## src/shared/link_regs_consts.vh

```
// word indices (byte address is four times), fields, reset values for the link sync bank
`ifndef LINK_REGS_CONSTS_VH
`define LINK_REGS_CONSTS_VH
`define OFS_LINK_PAGE 12'h300
`define OFS_LANE_SYNC 12'h473
`define OFS_RESET_CTRL 12'h475
`define OFS_QUAL_CTRL 12'h476
`define OFS_IRQ_STATUS 12'h480
`define OFS_IRQ_MASK 12'h484
`define BIT_SOFT_RESET 3
`define BIT_FORCE_SYNC 2
`define BIT_FRAME_REPL 0
`define BIT_QUAL 4
`define RST_RESET_CTRL 8'h01
`define RST_QUAL_CTRL 8'h10
`define MASK_RESET_CTRL_WR 8'hFD
`define MASK_QUAL_CTRL_WR 8'h1E
`define NUM_LINKS 2
`define NUM_LANES 8
`endif

```

## src/logic/sync2.v

```verilog
// two-flop synchroniser for a bus of levels
`timescale 1ns/100ps
`default_nettype none
module sync2 #(
  parameter W = 8
) (
  // clock and reset
  input wire hclk,
  input wire hresetn,
  // data
  input wire [W-1:0] d,
  output wire [W-1:0] q
);
  reg [W-1:0] meta_reg;
  reg [W-1:0] sync_reg;
  always @(posedge hclk or negedge hresetn)
  begin
    if (!hresetn)
    begin
      meta_reg <= {W{1'b0}};
      sync_reg <= {W{1'b0}};
    end
    else
    begin
      meta_reg <= d;
      sync_reg <= meta_reg;
    end
  end
  assign q = sync_reg;
endmodule // sync2
`default_nettype wire

```

## src/logic/link_bank.v

```verilog
// one link's copy of the control and status fields
`timescale 1ns/100ps
`default_nettype none
`include "link_regs_consts.vh"
module link_bank (
  // clock and reset
  input wire hclk,
  input wire hresetn,
  // register writes
  input wire wr_reset_ctrl,
  input wire wr_qual_ctrl,
  input wire [7:0] wdata,
  // lane status from the receiver core, already synchronised
  input wire [7:0] lane_sync_in,
  // raw lane error flags
  input wire [7:0] nit_err_in,
  input wire [7:0] rd_err_in,
  // register contents
  output reg [7:0] reset_ctrl_reg,
  output reg [7:0] qual_ctrl_reg,
  output reg [7:0] lane_sync_reg,
  output wire [7:0] rd_err_out
);
  wire soft_reset = reset_ctrl_reg[`BIT_SOFT_RESET];
  always @(posedge hclk or negedge hresetn)
  begin
    if (!hresetn)
    begin
      reset_ctrl_reg <= `RST_RESET_CTRL;
      qual_ctrl_reg <= `RST_QUAL_CTRL;
      lane_sync_reg <= 8'h00;
    end
    else
    begin
      if (wr_reset_ctrl)
        reset_ctrl_reg <= wdata & `MASK_RESET_CTRL_WR;
      if (wr_qual_ctrl)
        qual_ctrl_reg <= wdata & `MASK_QUAL_CTRL_WR;
      if (soft_reset)
        lane_sync_reg <= 8'h00;
      else
        lane_sync_reg <= lane_sync_in;
    end
  end
  // masking the rd error when nit coincides avoids double counting one bad symbol
  assign rd_err_out = qual_ctrl_reg[`BIT_QUAL] ? (rd_err_in & ~nit_err_in) : rd_err_in;
endmodule // link_bank
`default_nettype wire

```

## src/logic/serial_link_rx_sync_ctrl_regs.v

```verilog
// ahb-lite register bank for the serial link receiver sync controls
`timescale 1ns/100ps
`default_nettype none
`include "link_regs_consts.vh"
// Overview of operation
// - eight read-only lane sync status bits, bit n for lane n, reset zero
// - lane sync, reset control and qualification fields banked per link, selected by the link page register; irq status and mask are shared
// - soft reset bit 3 holds that link's receiver in power-on state
// - force sync bit 2 asserts a sync request toward the transmitter
// - frame replacement bit 0 enables error frame replacement, resets to one
// - qualification bit 4 set masks rd errors concurrent with nit errors
// - qualification clear reports rd errors independently of nit errors
module serial_link_rx_sync_ctrl_regs #(
  parameter LINKS = `NUM_LINKS
) (
  // clock and reset
  input wire hclk,
  input wire hresetn,
  // ahb-lite slave
  input wire hsel,
  input wire [31:0] haddr,
  input wire [1:0] htrans,
  input wire hwrite,
  input wire [2:0] hsize,
  input wire [31:0] hwdata,
  input wire hready,
  output wire hreadyout,
  output wire hresp,
  output reg [31:0] hrdata,
  // lane status and errors from each link's receiver core
  input wire [LINKS*8-1:0] lane_sync_raw,
  input wire [LINKS*8-1:0] nit_err,
  input wire [LINKS*8-1:0] rd_err,
  // controls to each link's receiver core
  output wire [LINKS-1:0] link_soft_reset,
  output wire [LINKS-1:0] force_sync_request,
  output wire [LINKS-1:0] frame_replacement_enable,
  output wire [LINKS*8-1:0] rd_err_qualified,
  // interrupt
  output wire irq
);
  reg [7:0] page_reg;
  reg [7:0] irq_status_reg;
  reg [7:0] irq_mask_reg;
  reg [11:0] addr_reg;
  reg wr_pend_reg;
  // word index of the current address phase; byte address is four times the index
  wire [11:0] addr_idx;
  // lane status as software sees it, forced low while the paged link is in soft reset
  wire [7:0] lane_sync_rd;
  reg [7:0] prev_sync_reg;
  wire [LINKS*8-1:0] lane_sync_s;
  wire [LINKS*8-1:0] nit_s;
  wire [LINKS*8-1:0] rd_s;
  wire [LINKS*8-1:0] reset_ctrl_all;
  wire [LINKS*8-1:0] qual_ctrl_all;
  wire [LINKS*8-1:0] lane_sync_all;
  wire [LINKS*8-1:0] rd_q_all;
  wire [7:0] sel_page;
  wire [7:0] cur_reset_ctrl;
  wire [7:0] cur_qual_ctrl;
  wire [7:0] cur_lane_sync;
  wire [7:0] cur_rd_err;
  wire [7:0] sync_change;
  wire [7:0] irq_events;
  wire addr_phase;
  wire wr_reset_hit;
  wire wr_qual_hit;
  wire rd_status_hit;
  reg [31:0] rdata_next;

  assign hreadyout = 1'b1;
  assign hresp = 1'b0;
  assign addr_phase = hsel & hready & htrans[1];
  assign addr_idx = haddr[13:2];

  // pin-level inputs from the link domain cross through two flops
  sync2 #(.W(LINKS*24)) in_sync (
    .hclk(hclk),
    .hresetn(hresetn),
    .d({lane_sync_raw, nit_err, rd_err}),
    .q({lane_sync_s, nit_s, rd_s})
  );

  // out-of-range pages fall back to link 0 rather than aliasing
  assign sel_page = (page_reg < LINKS) ? page_reg : 8'h00;

  always @(posedge hclk or negedge hresetn)
  begin
    if (!hresetn)
    begin
      addr_reg <= 12'h000;
      wr_pend_reg <= 1'b0;
    end
    else
    begin
      wr_pend_reg <= addr_phase & hwrite;
      if (addr_phase)
        addr_reg <= addr_idx;
    end
  end

  assign wr_reset_hit = wr_pend_reg & (addr_reg == `OFS_RESET_CTRL);
  assign wr_qual_hit = wr_pend_reg & (addr_reg == `OFS_QUAL_CTRL);

  genvar g;
  generate
    for (g = 0; g < LINKS; g = g + 1)
    begin : gen_link
      link_bank bank (
        .hclk(hclk),
        .hresetn(hresetn),
        .wr_reset_ctrl(wr_reset_hit & (sel_page == g)),
        .wr_qual_ctrl(wr_qual_hit & (sel_page == g)),
        .wdata(hwdata[7:0]),
        .lane_sync_in(lane_sync_s[g*8 +: 8]),
        .nit_err_in(nit_s[g*8 +: 8]),
        .rd_err_in(rd_s[g*8 +: 8]),
        .reset_ctrl_reg(reset_ctrl_all[g*8 +: 8]),
        .qual_ctrl_reg(qual_ctrl_all[g*8 +: 8]),
        .lane_sync_reg(lane_sync_all[g*8 +: 8]),
        .rd_err_out(rd_q_all[g*8 +: 8])
      );
      assign link_soft_reset[g] = reset_ctrl_all[g*8 + `BIT_SOFT_RESET];
      assign force_sync_request[g] = reset_ctrl_all[g*8 + `BIT_FORCE_SYNC];
      assign frame_replacement_enable[g] = reset_ctrl_all[g*8 + `BIT_FRAME_REPL];
    end
  endgenerate

  assign rd_err_qualified = rd_q_all;
  assign cur_reset_ctrl = reset_ctrl_all[sel_page*8 +: 8];
  assign cur_qual_ctrl = qual_ctrl_all[sel_page*8 +: 8];
  assign cur_lane_sync = lane_sync_all[sel_page*8 +: 8];
  assign cur_rd_err = rd_q_all[sel_page*8 +: 8];

  // events: a lane of the paged link changes sync state, or a qualified rd error on the paged link
  assign sync_change = cur_lane_sync ^ prev_sync_reg;
  assign irq_events = sync_change | cur_rd_err;
  // the clear happens at the address edge, the same edge that captures the read data
  assign rd_status_hit = addr_phase & ~hwrite & (addr_idx == `OFS_IRQ_STATUS);
  // soft reset masks the status at once, before the bank's own copy clears
  assign lane_sync_rd = cur_reset_ctrl[`BIT_SOFT_RESET] ? 8'h00 : cur_lane_sync;

  always @(posedge hclk or negedge hresetn)
  begin
    if (!hresetn)
    begin
      page_reg <= 8'h00;
      irq_status_reg <= 8'h00;
      irq_mask_reg <= 8'h00;
      prev_sync_reg <= 8'h00;
    end
    else
    begin
      prev_sync_reg <= cur_lane_sync;
      if (wr_pend_reg & (addr_reg == `OFS_LINK_PAGE))
        page_reg <= hwdata[7:0];
      if (wr_pend_reg & (addr_reg == `OFS_IRQ_MASK))
        irq_mask_reg <= hwdata[7:0];
      // a new event in the clearing read's cycle survives the clear
      if (rd_status_hit)
        irq_status_reg <= irq_events;
      else
        irq_status_reg <= irq_status_reg | irq_events;
    end
  end

  assign irq = |(irq_status_reg & irq_mask_reg);

  // read data is chosen in the address phase; unmapped offsets read zero
  always @*
  begin
    rdata_next = 32'h00000000;
    case (addr_idx)
      `OFS_LINK_PAGE: rdata_next = {24'h000000, page_reg};
      `OFS_LANE_SYNC: rdata_next = {24'h000000, lane_sync_rd};
      `OFS_RESET_CTRL: rdata_next = {24'h000000, cur_reset_ctrl};
      `OFS_QUAL_CTRL: rdata_next = {24'h000000, cur_qual_ctrl};
      `OFS_IRQ_STATUS: rdata_next = {24'h000000, irq_status_reg};
      `OFS_IRQ_MASK: rdata_next = {24'h000000, irq_mask_reg};
      default: rdata_next = 32'h00000000;
    endcase
  end

  // registered read data stands for the data phase only; a write in the data phase
  // just before lands on the same edge, and zero wait states keep reads in order
  always @(posedge hclk or negedge hresetn)
  begin
    if (!hresetn)
      hrdata <= 32'h00000000;
    else if (addr_phase & ~hwrite)
      hrdata <= rdata_next;
    else
      hrdata <= 32'h00000000;
  end
endmodule // serial_link_rx_sync_ctrl_regs
`default_nettype wire

```

## config.mk

```make
export PLATFORM = sky130hd
export DESIGN_NAME = serial_link_rx_sync_ctrl_regs
export DESIGN_NICKNAME = d
export VERILOG_FILES = /design/src/logic/sync2.v /design/src/logic/link_bank.v /design/src/logic/serial_link_rx_sync_ctrl_regs.v
export VERILOG_INCLUDE_DIRS = /design/src /design/src/shared
export SDC_FILE = /design/constraint.sdc
export NUM_CORES = 1
export LEC_CHECK = 0
export BUFFER_PORTS_ARGS = -buffer_cell sky130_fd_sc_hd__buf_2
export CAP_MARGIN = 10
export CORE_ASPECT_RATIO = 1.25
export CORE_UTILIZATION = 40
export CTS_BUF_LIST = sky130_fd_sc_hd__clkbuf_16
export DETAILED_ROUTE_END_ITERATION = 7
export PLACE_DENSITY = 0.64
export SYNTH_ARGS = -nofsm -noshare
export SYNTH_HDL_FRONTEND = slang
export SYNTH_HIERARCHICAL = 1
export SYNTH_SLANG_ARGS = --single-unit
```

## constraint.sdc

```tcl
create_clock -name hclk -period 2.55 [get_ports hclk]
set_input_delay 0.3825 -clock hclk [delete_from_list [all_inputs] [get_ports hclk]]
set_output_delay 0.3825 -clock hclk [all_outputs]
set_load 0.05 [all_outputs]
```

Word-level counts from Yosys, hierarchy flattened
Index checks and enable logic that the tools add are counted.

storage, ports and cells
  logic and storage cells = 64
  memories kept = 0
  bits in writable memories = 0
  flip-flop bits (word level) = 211
  ROM bits = 0
  latch bits = 0

operators by class
  order comparisons = 1
  div/mod/pow operators = 0
  multiply operators = 0
  muxes and demuxes = 9
  add/sub/neg operators = 0
  reduce and logical (&&, ||, !) cells = 2
  bitwise operators = 22
  shift-type cells = 4
  eq/ne operators = 11

operators by type and width
  operator                                                     number
  equality test 12 x 11 -> 1 bit (second input constant)       8
  indexed part select 16 x 12 -> 8 bit                         4
  two-way mux 8 bit                                            7
  case mux 8 bit (6 select lines)                              1
  two-way mux 32 bit                                           1
  bitwise AND 8 bit                                            3
  equality test 12 x 10 -> 1 bit (second input constant)       2
  inverter 8 bit                                               2
  bitwise OR 8 bit                                             2
  bitwise AND 1 bit                                            13
  equality test 8 x 1 -> 1 bit (second input constant)         1
  zero test 8 bit                                              1
  less-than comparator 8 x 2 -> 1 bit (second input constant)  1
  OR reduction 8 bit                                           1
  bitwise XOR 8 bit                                            1
  inverter 1 bit                                               1

Logic depth before layout (Yosys ltp)
Gate-level depths: netlist (run 1).

  word-level depth = 7
  mapped depth = 9

By module
The synthesis (run 1) kept the hierarchy.

modules (own cells, without submodules)
  module                         area an instance (µm²)  instances  cells an instance
  serial_link_rx_sync_ctrl_regs  3,314.4                 1          340
  sync2                          2,402.3                 1          96
  link_bank                      790.8                   2          53

Worst setup path before layout (run 1)
No wires, ideal clock.

  path kind = register to register
  from = register page_reg[1]
  to = register gen_link[1].bank.qual_ctrl_reg[1]
  library setup time = 0.125 ns
  buffers on the path = 3
  stages on the path, launching flop included = 9
  required time = 2.425 ns
  slack = 0.255 ns
  arrival = 2.170 ns
  cell sequence = dfrtp_1 nor4b_1 and2_1 clkbuf_1 buf_2 clkbuf_1 nand2_1 nor2_1 mux2_2

on the way
  longest elaborated chain between the ends = 4

RTL lines
  item                                 line                                 source
  start: declaration                   serial_link_rx_sync_ctrl_regs.v:42   reg [7:0] page_reg;
  start signal: assignment             serial_link_rx_sync_ctrl_regs.v:157  page_reg <= hwdata[7:0];
  less-than comparator 8 x 2 -> 1 bit  serial_link_rx_sync_ctrl_regs.v:86   assign sel_page = (page_reg < LINKS) ? page_reg : 8'h00;
  two-way mux 8 bit *                  serial_link_rx_sync_ctrl_regs.v:86
  equality test 8 x 1 -> 1 bit *       serial_link_rx_sync_ctrl_regs.v:114  .wr_qual_ctrl(wr_qual_hit & (sel_page == g)),
  bitwise AND 1 bit *                  serial_link_rx_sync_ctrl_regs.v:114
  end signal: assignment               link_bank.v:30                       qual_ctrl_reg <= `RST_QUAL_CTRL;
  end signal: assignment               link_bank.v:38                       qual_ctrl_reg <= wdata & `MASK_QUAL_CTRL_WR;
  end: declaration                     link_bank.v:20                       output reg [7:0] qual_ctrl_reg,

Mark *: on every way between the ends. The rest lies on a longest branch, timed or not.
A chain may end at the register's enable or synchronous reset.

Worst setup path after layout (run 1)
  from = register page_reg[1]
  to = register hrdata[3]

on the way
  longest elaborated chain between the ends = 6

RTL lines
  item                                                            line                                                                      source
  less-than comparator 8 x 2 -> 1 bit                             serial_link_rx_sync_ctrl_regs.v:86
  two-way mux 8 bit *                                             serial_link_rx_sync_ctrl_regs.v:86
  indexed part select 16 x 12 -> 8 bit, on equally long branches  serial_link_rx_sync_ctrl_regs.v:133, serial_link_rx_sync_ctrl_regs.v:131
  two-way mux 8 bit                                               serial_link_rx_sync_ctrl_regs.v:142                                       assign lane_sync_rd = cur_reset_ctrl[`BIT_SOFT_RESET] ? 8'h00 : cur_lane_sync;
  case mux 8 bit (6 select lines) *                               serial_link_rx_sync_ctrl_regs.v:174                                       case (addr_idx)
  two-way mux 32 bit *                                            serial_link_rx_sync_ctrl_regs.v:191                                       else if (addr_phase & ~hwrite)
  end signal: assignment                                          serial_link_rx_sync_ctrl_regs.v:192                                       hrdata <= rdata_next;
  end: declaration                                                serial_link_rx_sync_ctrl_regs.v:29                                        output reg [31:0] hrdata,

Marks and branches as above.

==> results.yml, run 1 <==
layout:
  seq_area_um2: 4684
  multiInputGateArea_um2: 2361
  areaGrowthSynthToFinish_pct: 17.74
  most_common_library_cell_in_the_layout_ignoring_fill_and_taps: "sky130_fd_sc_hd__dfrtp_1"
  layout-drive-gt1-share_pct: 31.49
  fillers: 1545
  most-common-layout-cells: "sky130_fd_sc_hd__dfrtp_1, sky130_fd_sc_hd__buf_2, sky130_fd_sc_hd__mux2_2, sky130_fd_sc_hd__conb_1, sky130_fd_sc_hd__nand2_1"
  nets: 779
worst_hold_path:
  worst_hold_path_type: "input port to flop"
placed_design:
  port-buffer-count: 104
  hpwlAfterDp_um: 10490
  gp_routability_congestion: 0.8775
critical_path:
  worstRegToRegCells: 6
  cp_cell_sequence: "nor4b_1, and2_2, buf_4, mux2i_1, o22a_1, a31oi_1"
  worstPathMaxFanout: 37
  critPathLaunch: "page_reg[1]"
  cp-endpoint: "hrdata[3]"
  worst-path-buf-inv: 1
  regToRegSetupSlack_ps: 390
  cp_top_family: "simple AND/OR/NAND/NOR gates"
  worst_path_largest_cell_delay_ps: 400
  worstSetupStartpointType: "flop"
  crit_type: "flop to flop"
  kind_of_end_point_of_the_critical_path: "flop"
  worst_endpoint_required_time_ps: 2860
  r2r_endpoint: "hrdata[3]"
  critPathArrivalTime_ps: 2460
  timing.critical_path.depth: 6
  rr_startpoint: "page_reg[1]"
  crit_path_top_delay_cell: "sky130_fd_sc_hd__dfrtp_1"
route:
  postRouteWirelength_um: 14780
  routed_via_density: 5.035
  firstDrtPassIters: 4
  postRouteAntennaNets: 0
  initialDrtViolationCount: 193
  routedWlPerCell_um: 16.51
  drcViolationCount: 0
  dr_total_vias: 4506
cts:
  tritoncts: "yes"
  root_buffer: "sky130_fd_sc_hd__clkbuf_16"
  cts.htree.levels: 4
  clock_pin_slew_of_the_registers_on_the_worst_case_setup_and_hold_paths_ps: 70
  clock_sinks: 187
  number_of_buffers_inserted_during_clock_tree_synthesis: 17
  clock_path_buffers: 2
  clock_insertion_delay_worst_skew_ps: 420
  post-cts-setup-buffer-count: 0
die:
  initial_utilization_pct: 41.39
  core_region_area_um2: 17630
  rows: 54
  die_h_um: 153.0
  die_x_um: 122.8
  ioPinCount: 179
  fp.dieArea_um2: 18790
sta:
  clock_skew_ps: 9.057
  slew_violations: 0
  layout_worst_path_cycle_share_pct: 84.57
  finalSetupTns_ps: 0
  fmax_mhz: 463.7
  grt_setup_unrepaired: "no"
  period_minus_slack_ps: 2156
  timing.slew.headroom_pct: 51.37
  timing_worst_slew_pin_value_ps: 729.4
  setup_violations: 0
  finalHoldViolations: 0
yosys:
  yosys.cell_types.count: 46
  synth-edff-count: 0
  synthesis.instances: 542
  yosys_register_bits: 187
  synth_async_sr_flop_share_pct: 100.0
  ys_seq_area_share_pct: 64.19
  yosys_most_used_dff: "sky130_fd_sc_hd__dfrtp_1"
  yosys_warnings: 6
  avgSynthCellArea_um2: 13.47
  mappedNetlistArea_um2: 7298
grt:
  grt.total_usage_pct: 17.09
  grt_start_max_net_pins: 69
  grt_pass1_vias: 4739
  grt_first_pass_wirelength_um: 24190
  global_route.overflow_total: 0
  initial_antenna_violation_count: 1
job:
  max-cap-violations: 0
power_and_ir_drop:
  power.density_cell_area_nw_per_um2: 717.0
  vdd_ir_drop_max_mv: 0.4298
  cellLeakagePower_nw: 3.954
  report.power.total_w: 0.006162
outcome:
  status: "finished, final reports clean"
[report_power, final]
group	internal (W)	switching, W	total, W	leakage, nW
clock network	0.00139	0.00117	0.00256	0.284
logic	0.000143	0.000297	0.000441	1.42
registers	0.00310	0.0000635	0.00316	2.25
total	0.00463	0.00153	0.00616	3.95
[worst register-to-register path: stages (launching register included)]
cell and delay (ps):
sky130_fd_sc_hd__dfrtp_1 400, sky130_fd_sc_hd__nor4b_1 400, sky130_fd_sc_hd__and2_2 250, sky130_fd_sc_hd__buf_4 380, sky130_fd_sc_hd__mux2i_1 150, sky130_fd_sc_hd__o22a_1 230, sky130_fd_sc_hd__a31oi_1 230
[cell type report]
cell class / instances / area share, %
antenna: 1 / 0.02912
clock buffer: 17 / 4.950
clock inverter: 15 / 1.747
inverter: 2 / 0.08736
multi-input combinational: 328 / 27.48
sequential: 187 / 54.51
tap: 224 / 3.262
timing repair buffer: 121 / 7.935
[cell usage after synthesis (2+ instances only)]
master                      number  area (µm²)
sky130_fd_sc_hd__dfrtp_1       183        4579
sky130_fd_sc_hd__buf_4          36       270.3
sky130_fd_sc_hd__mux2_2         36       405.4
sky130_fd_sc_hd__nand2_1        32       120.1
sky130_fd_sc_hd__nor3_1         27       135.1
sky130_fd_sc_hd__nor2_1         26       97.59
sky130_fd_sc_hd__mux2i_1        22       220.2
sky130_fd_sc_hd__nor2b_1        17       106.4
sky130_fd_sc_hd__a21boi_0       16       120.1
sky130_fd_sc_hd__mux2_4         14       210.2
sky130_fd_sc_hd__nor3b_1        14       105.1
sky130_fd_sc_hd__clkbuf_1       13       48.80
sky130_fd_sc_hd__a22oi_1        12       90.09
sky130_fd_sc_hd__a31oi_1         9       56.30
sky130_fd_sc_hd__a221o_1         8       80.08
sky130_fd_sc_hd__o21ai_1         8       40.04
sky130_fd_sc_hd__o22a_1          8       70.07
sky130_fd_sc_hd__a2bb2oi_1       7       61.31
sky130_fd_sc_hd__buf_2           4       20.02
sky130_fd_sc_hd__conb_1          4       15.01
sky130_fd_sc_hd__dfstp_2         4       105.1
sky130_fd_sc_hd__nand4_1         4       25.02
sky130_fd_sc_hd__and4b_1         3       30.03
sky130_fd_sc_hd__nand3_1         3       15.01
sky130_fd_sc_hd__a211o_1         2       17.52
sky130_fd_sc_hd__and3_1          2       12.51
sky130_fd_sc_hd__buf_1           2       7.510
sky130_fd_sc_hd__buf_6           2       22.52
sky130_fd_sc_hd__inv_1           2       7.510
sky130_fd_sc_hd__nand2b_1        2       12.51
sky130_fd_sc_hd__nand3b_1        2       15.01
sky130_fd_sc_hd__nor4_1          2       12.51
sky130_fd_sc_hd__nor4b_1         2       17.52
sky130_fd_sc_hd__or3_1           2       12.51
[metrics by stage]
stage | utilization [%] | setup slack [ps] | instance area (µm²) | hold WS (ps) | cells
4_1_cts | 48.70 | 54.08 | 8588 | 39.52 | 894
6_report | 48.73 | 393.5 | 8593 | 57.73 | 895
3_3_place_gp | 45.38 | 114.4 | 8003 | 332.9 | 861
3_5_place_dp | 45.38 | 72.87 | 8003 | 334.7 | 861
5_1_grt | 48.73 | 238.7 | 8593 | 38.81 | 895
2_1_floorplan | - | 254.7 | 7418 | 86.91 | 574
[how the worst min path moves through the flow]
| stage | startpoint | end | slack (ps) | cells after the start |
|---|---|---|---|---|
| floorplan | hresetn | addr_reg[0] | 90 | 0 |
| CTS | nit_err[7] | in_sync/meta_reg[23] | 40 | 1 |
| detailed placement | in_sync/meta_reg[11] | in_sync/q[11] | 330 | 0 |
| finish | nit_err[14] | in_sync/meta_reg[30] | 60 | 1 |
| global placement | in_sync/meta_reg[0] | in_sync/q[0] | 330 | 0 |
| global route | nit_err[7] | in_sync/meta_reg[23] | 40 | 1 |
[kinds of logic (layout without fill, tap and decap cells)]
| family | Yosys count | after routing | share of synthesized area, % |
|---|---|---|---|
| buffers and inverters | 59 | 155 | 5.160 |
| flip-flops | 187 | 187 | 64.19 |
| other | 4 | 37 | 0.2057 |
| AO/OA/AOI/OAI | 73 | 73 | 7.715 |
| AND/OR/NAND/NOR | 146 | 146 | 11.16 |
| multiplexers | 72 | 72 | 11.45 |
| XOR/XNOR | 1 | 1 | 0.1200 |
[per-layer routing]
layer | track usage, % | up-vias | part of all wire, %
li1 | - | 2084 | -
met1 | 20.26 | 2251 | 39
met2 | 29.05 | 142 | 53
met3 | 3.507 | 29 | 4.9
met4 | 8.537 | 0 | 2.6
met5 | 0 | - | 0
[timing repair]
item,4_1_cts,5_1_grt
hold endpoints to repair,65,0
hold buffers,1,0
setup endpoints to repair,0,6
gates resized for setup,0,1
Note: power is estimated with default switching activity, not from simulation.
==> run 2, diff against run 1 <==
clock period = 2 ns   (was 2.55 ns; I/O delays follow)
==> run 2 against run 1 <==
Clock power grew 28%. Register-to-register slack got worse by 270 ps. Flip-flop and latch count unchanged. Core utilization up 4.0 points. Total power is 29% higher. Routed wire length up 5.6%. First-iteration DRC count grew 18%. Cell area increased by 8.2%. Setup slack got worse by 340 ps. Clock skew is 2.6 ps lower. Die area did not move. Critical path type is now flop to primary output. Largest cell class unchanged. Largest power group unchanged.
==> results.yml, run 2 (same netlist as run 1, synthesis figures left out) <==
outcome:
  status: "finished, final reports clean"
grt:
  grt_first_pass_wirelength_um: 25810
  initial_antenna_violation_count: 0
  grt_pass1_vias: 5116
  grt_start_max_net_pins: 60
  grt.total_usage_pct: 18.17
  global_route.overflow_total: 0
route:
  dr_wl_met2_um: 8369
  initialDrtViolationCount: 227
  postRouteWirelength_um: 15600
  routed_via_density: 4.933
  firstDrtPassIters: 4
  dr_wl_met3_um: 495
  dr_total_vias: 4741
  route.layer.met1.wl_um: 6395
  postRouteAntennaNets: 0
  drcViolationCount: 0
  routedWlPerCell_um: 16.23
  top_signal_layer_used: "met4"
sta:
  finalSetupTns_ps: 0
  finalHoldViolations: 0
  postLayoutSetupSlackWorst_ps: 55.81
  setup_violations: 0
  clock_skew_ps: 6.476
  period_minus_slack_ps: 1944
  layout_worst_path_cycle_share_pct: 97.21
  grt_setup_unrepaired: "no"
  slew_violations: 0
  fmax_mhz: 514.4
placed_design:
  port-buffer-count: 104
  hpwlAfterDp_um: 11150
  pre_cts_ws_ps: -232.4
  gp_routability_congestion: 0.8225
power_and_ir_drop:
  cellLeakagePower_nw: 4.274
  power.density_cell_area_nw_per_um2: 857.2
  vdd_ir_drop_max_mv: 0.5845
die:
  die_h_um: 153.0
  core_region_area_um2: 17630
  die_x_um: 122.8
  initial_utilization_pct: 41.39
  rows: 54
  ioPinCount: 179
  fp.dieArea_um2: 18790
cts:
  clock_pin_slew_of_the_registers_on_the_worst_case_setup_and_hold_paths_ps: 70
  clock_insertion_delay_worst_skew_ps: 430
  cts.htree.levels: 4
  clock_sinks: 187
  clock_path_buffers: 2
  number_of_buffers_inserted_during_clock_tree_synthesis: 17
  root_buffer: "sky130_fd_sc_hd__clkbuf_16"
  tritoncts: "yes"
layout:
  nets: 846
  fillers: 1536
  layout-drive-gt1-share_pct: 32.16
  most-common-layout-cells: "sky130_fd_sc_hd__dfrtp_1, sky130_fd_sc_hd__buf_2, sky130_fd_sc_hd__dlygate4sd3_1"
  antenna_cells_inserted: 0
  most_common_library_cell_in_the_layout_ignoring_fill_and_taps: "sky130_fd_sc_hd__dfrtp_1"
  areaGrowthSynthToFinish_pct: 27.36
critical_path:
  worstSetupStartpointType: "flop"
  regToRegSetupSlack_ps: 120
  crit_type: "flop to primary output"
  critPathArrivalTime_ps: 1640
  worst_endpoint_required_time_ps: 1700
  kind_of_end_point_of_the_critical_path: "primary output"
  worstPathMaxFanout: 10
job:
  max-cap-violations: 0
worst_hold_path:
  worst_hold_path_type: "input port to flop"
[run 2: cell count changes in the layout (fill, tap and decap cells not counted), sizes merged]
cell,change
dlygate4sd3,+48
buf,+19
clkinv,+4
inv,-4
diode,-1
[run 2: repair_timing]
item                                    4_1_cts  5_1_grt
endpoints found under the hold margin        84        0
setup buffers                                 0        1
resized for setup                             0        7
hold buffers                                 49        0
endpoints found under the setup margin        0       12
[run 2: path summary, 6_finish.rpt]
check,startpoint,endpoint,cells past startpoint
max,gen_link[1].bank/qual_ctrl_reg[4],rd_err_qualified[12],2
min,hwrite,wr_pend_reg,3
max reg2reg,page_reg[1],gen_link[1].bank/reset_ctrl_reg[6],6
min reg2reg,in_sync/meta_reg[10],in_sync/q[10],0
max in group asynchronous,hresetn,gen_link[1].bank/reset_ctrl_reg[0],3
min in group asynchronous,hresetn,gen_link[1].bank/reset_ctrl_reg[2],2
[run 2: cell type report]
| class | instances | area, µm² | area share, % |
|---|---|---|---|
| clock buffers | 17 | 425.4 | 4.577 |
| clock inverters | 15 | 157.7 | 1.696 |
| inverters | 2 | 7.507 | 0.08076 |
| multi-input cells | 328 | 2405 | 25.87 |
| flip-flops and latches | 187 | 4690 | 50.45 |
| well taps | 224 | 280.3 | 3.015 |
| repair buffers | 188 | 1330 | 14.31 |
[run 2: per-stage QoR]
stage               hold slack [ps]  utilization, %  cell area (µm²)  power [W]  instances
global placement              240.9           46.42             8187   0.004670        879
finish                        118.1           52.71             9295   0.007967        961
floorplan                     4.409               -             7460   0.004485        574
detailed placement            245.7           46.42             8187   0.004699        879
global route                  110.3           52.71             9295   0.008279        961
CTS                           97.26           52.51             9260   0.008044        960
[run 2: power breakdown]
part	internal, W	switching (W)
clock	0.00176	0.00151
sequential	0.00395	0.0000862
combinational	0.000260	0.000401
[run 2: metal layers]
metal / global-route usage, % / vias up
li1: - / 2211
met1: 21.26 / 2407
met2: 31.25 / 100
met3: 4.254 / 23
met4: 8.130 / 0
met5: 0 / -
[run 2: worst max-delay path, stage by stage (launching register included)]
cell	delay, ps
sky130_fd_sc_hd__dfstp_4	540
sky130_fd_sc_hd__a21boi_1	330
sky130_fd_sc_hd__buf_2	340
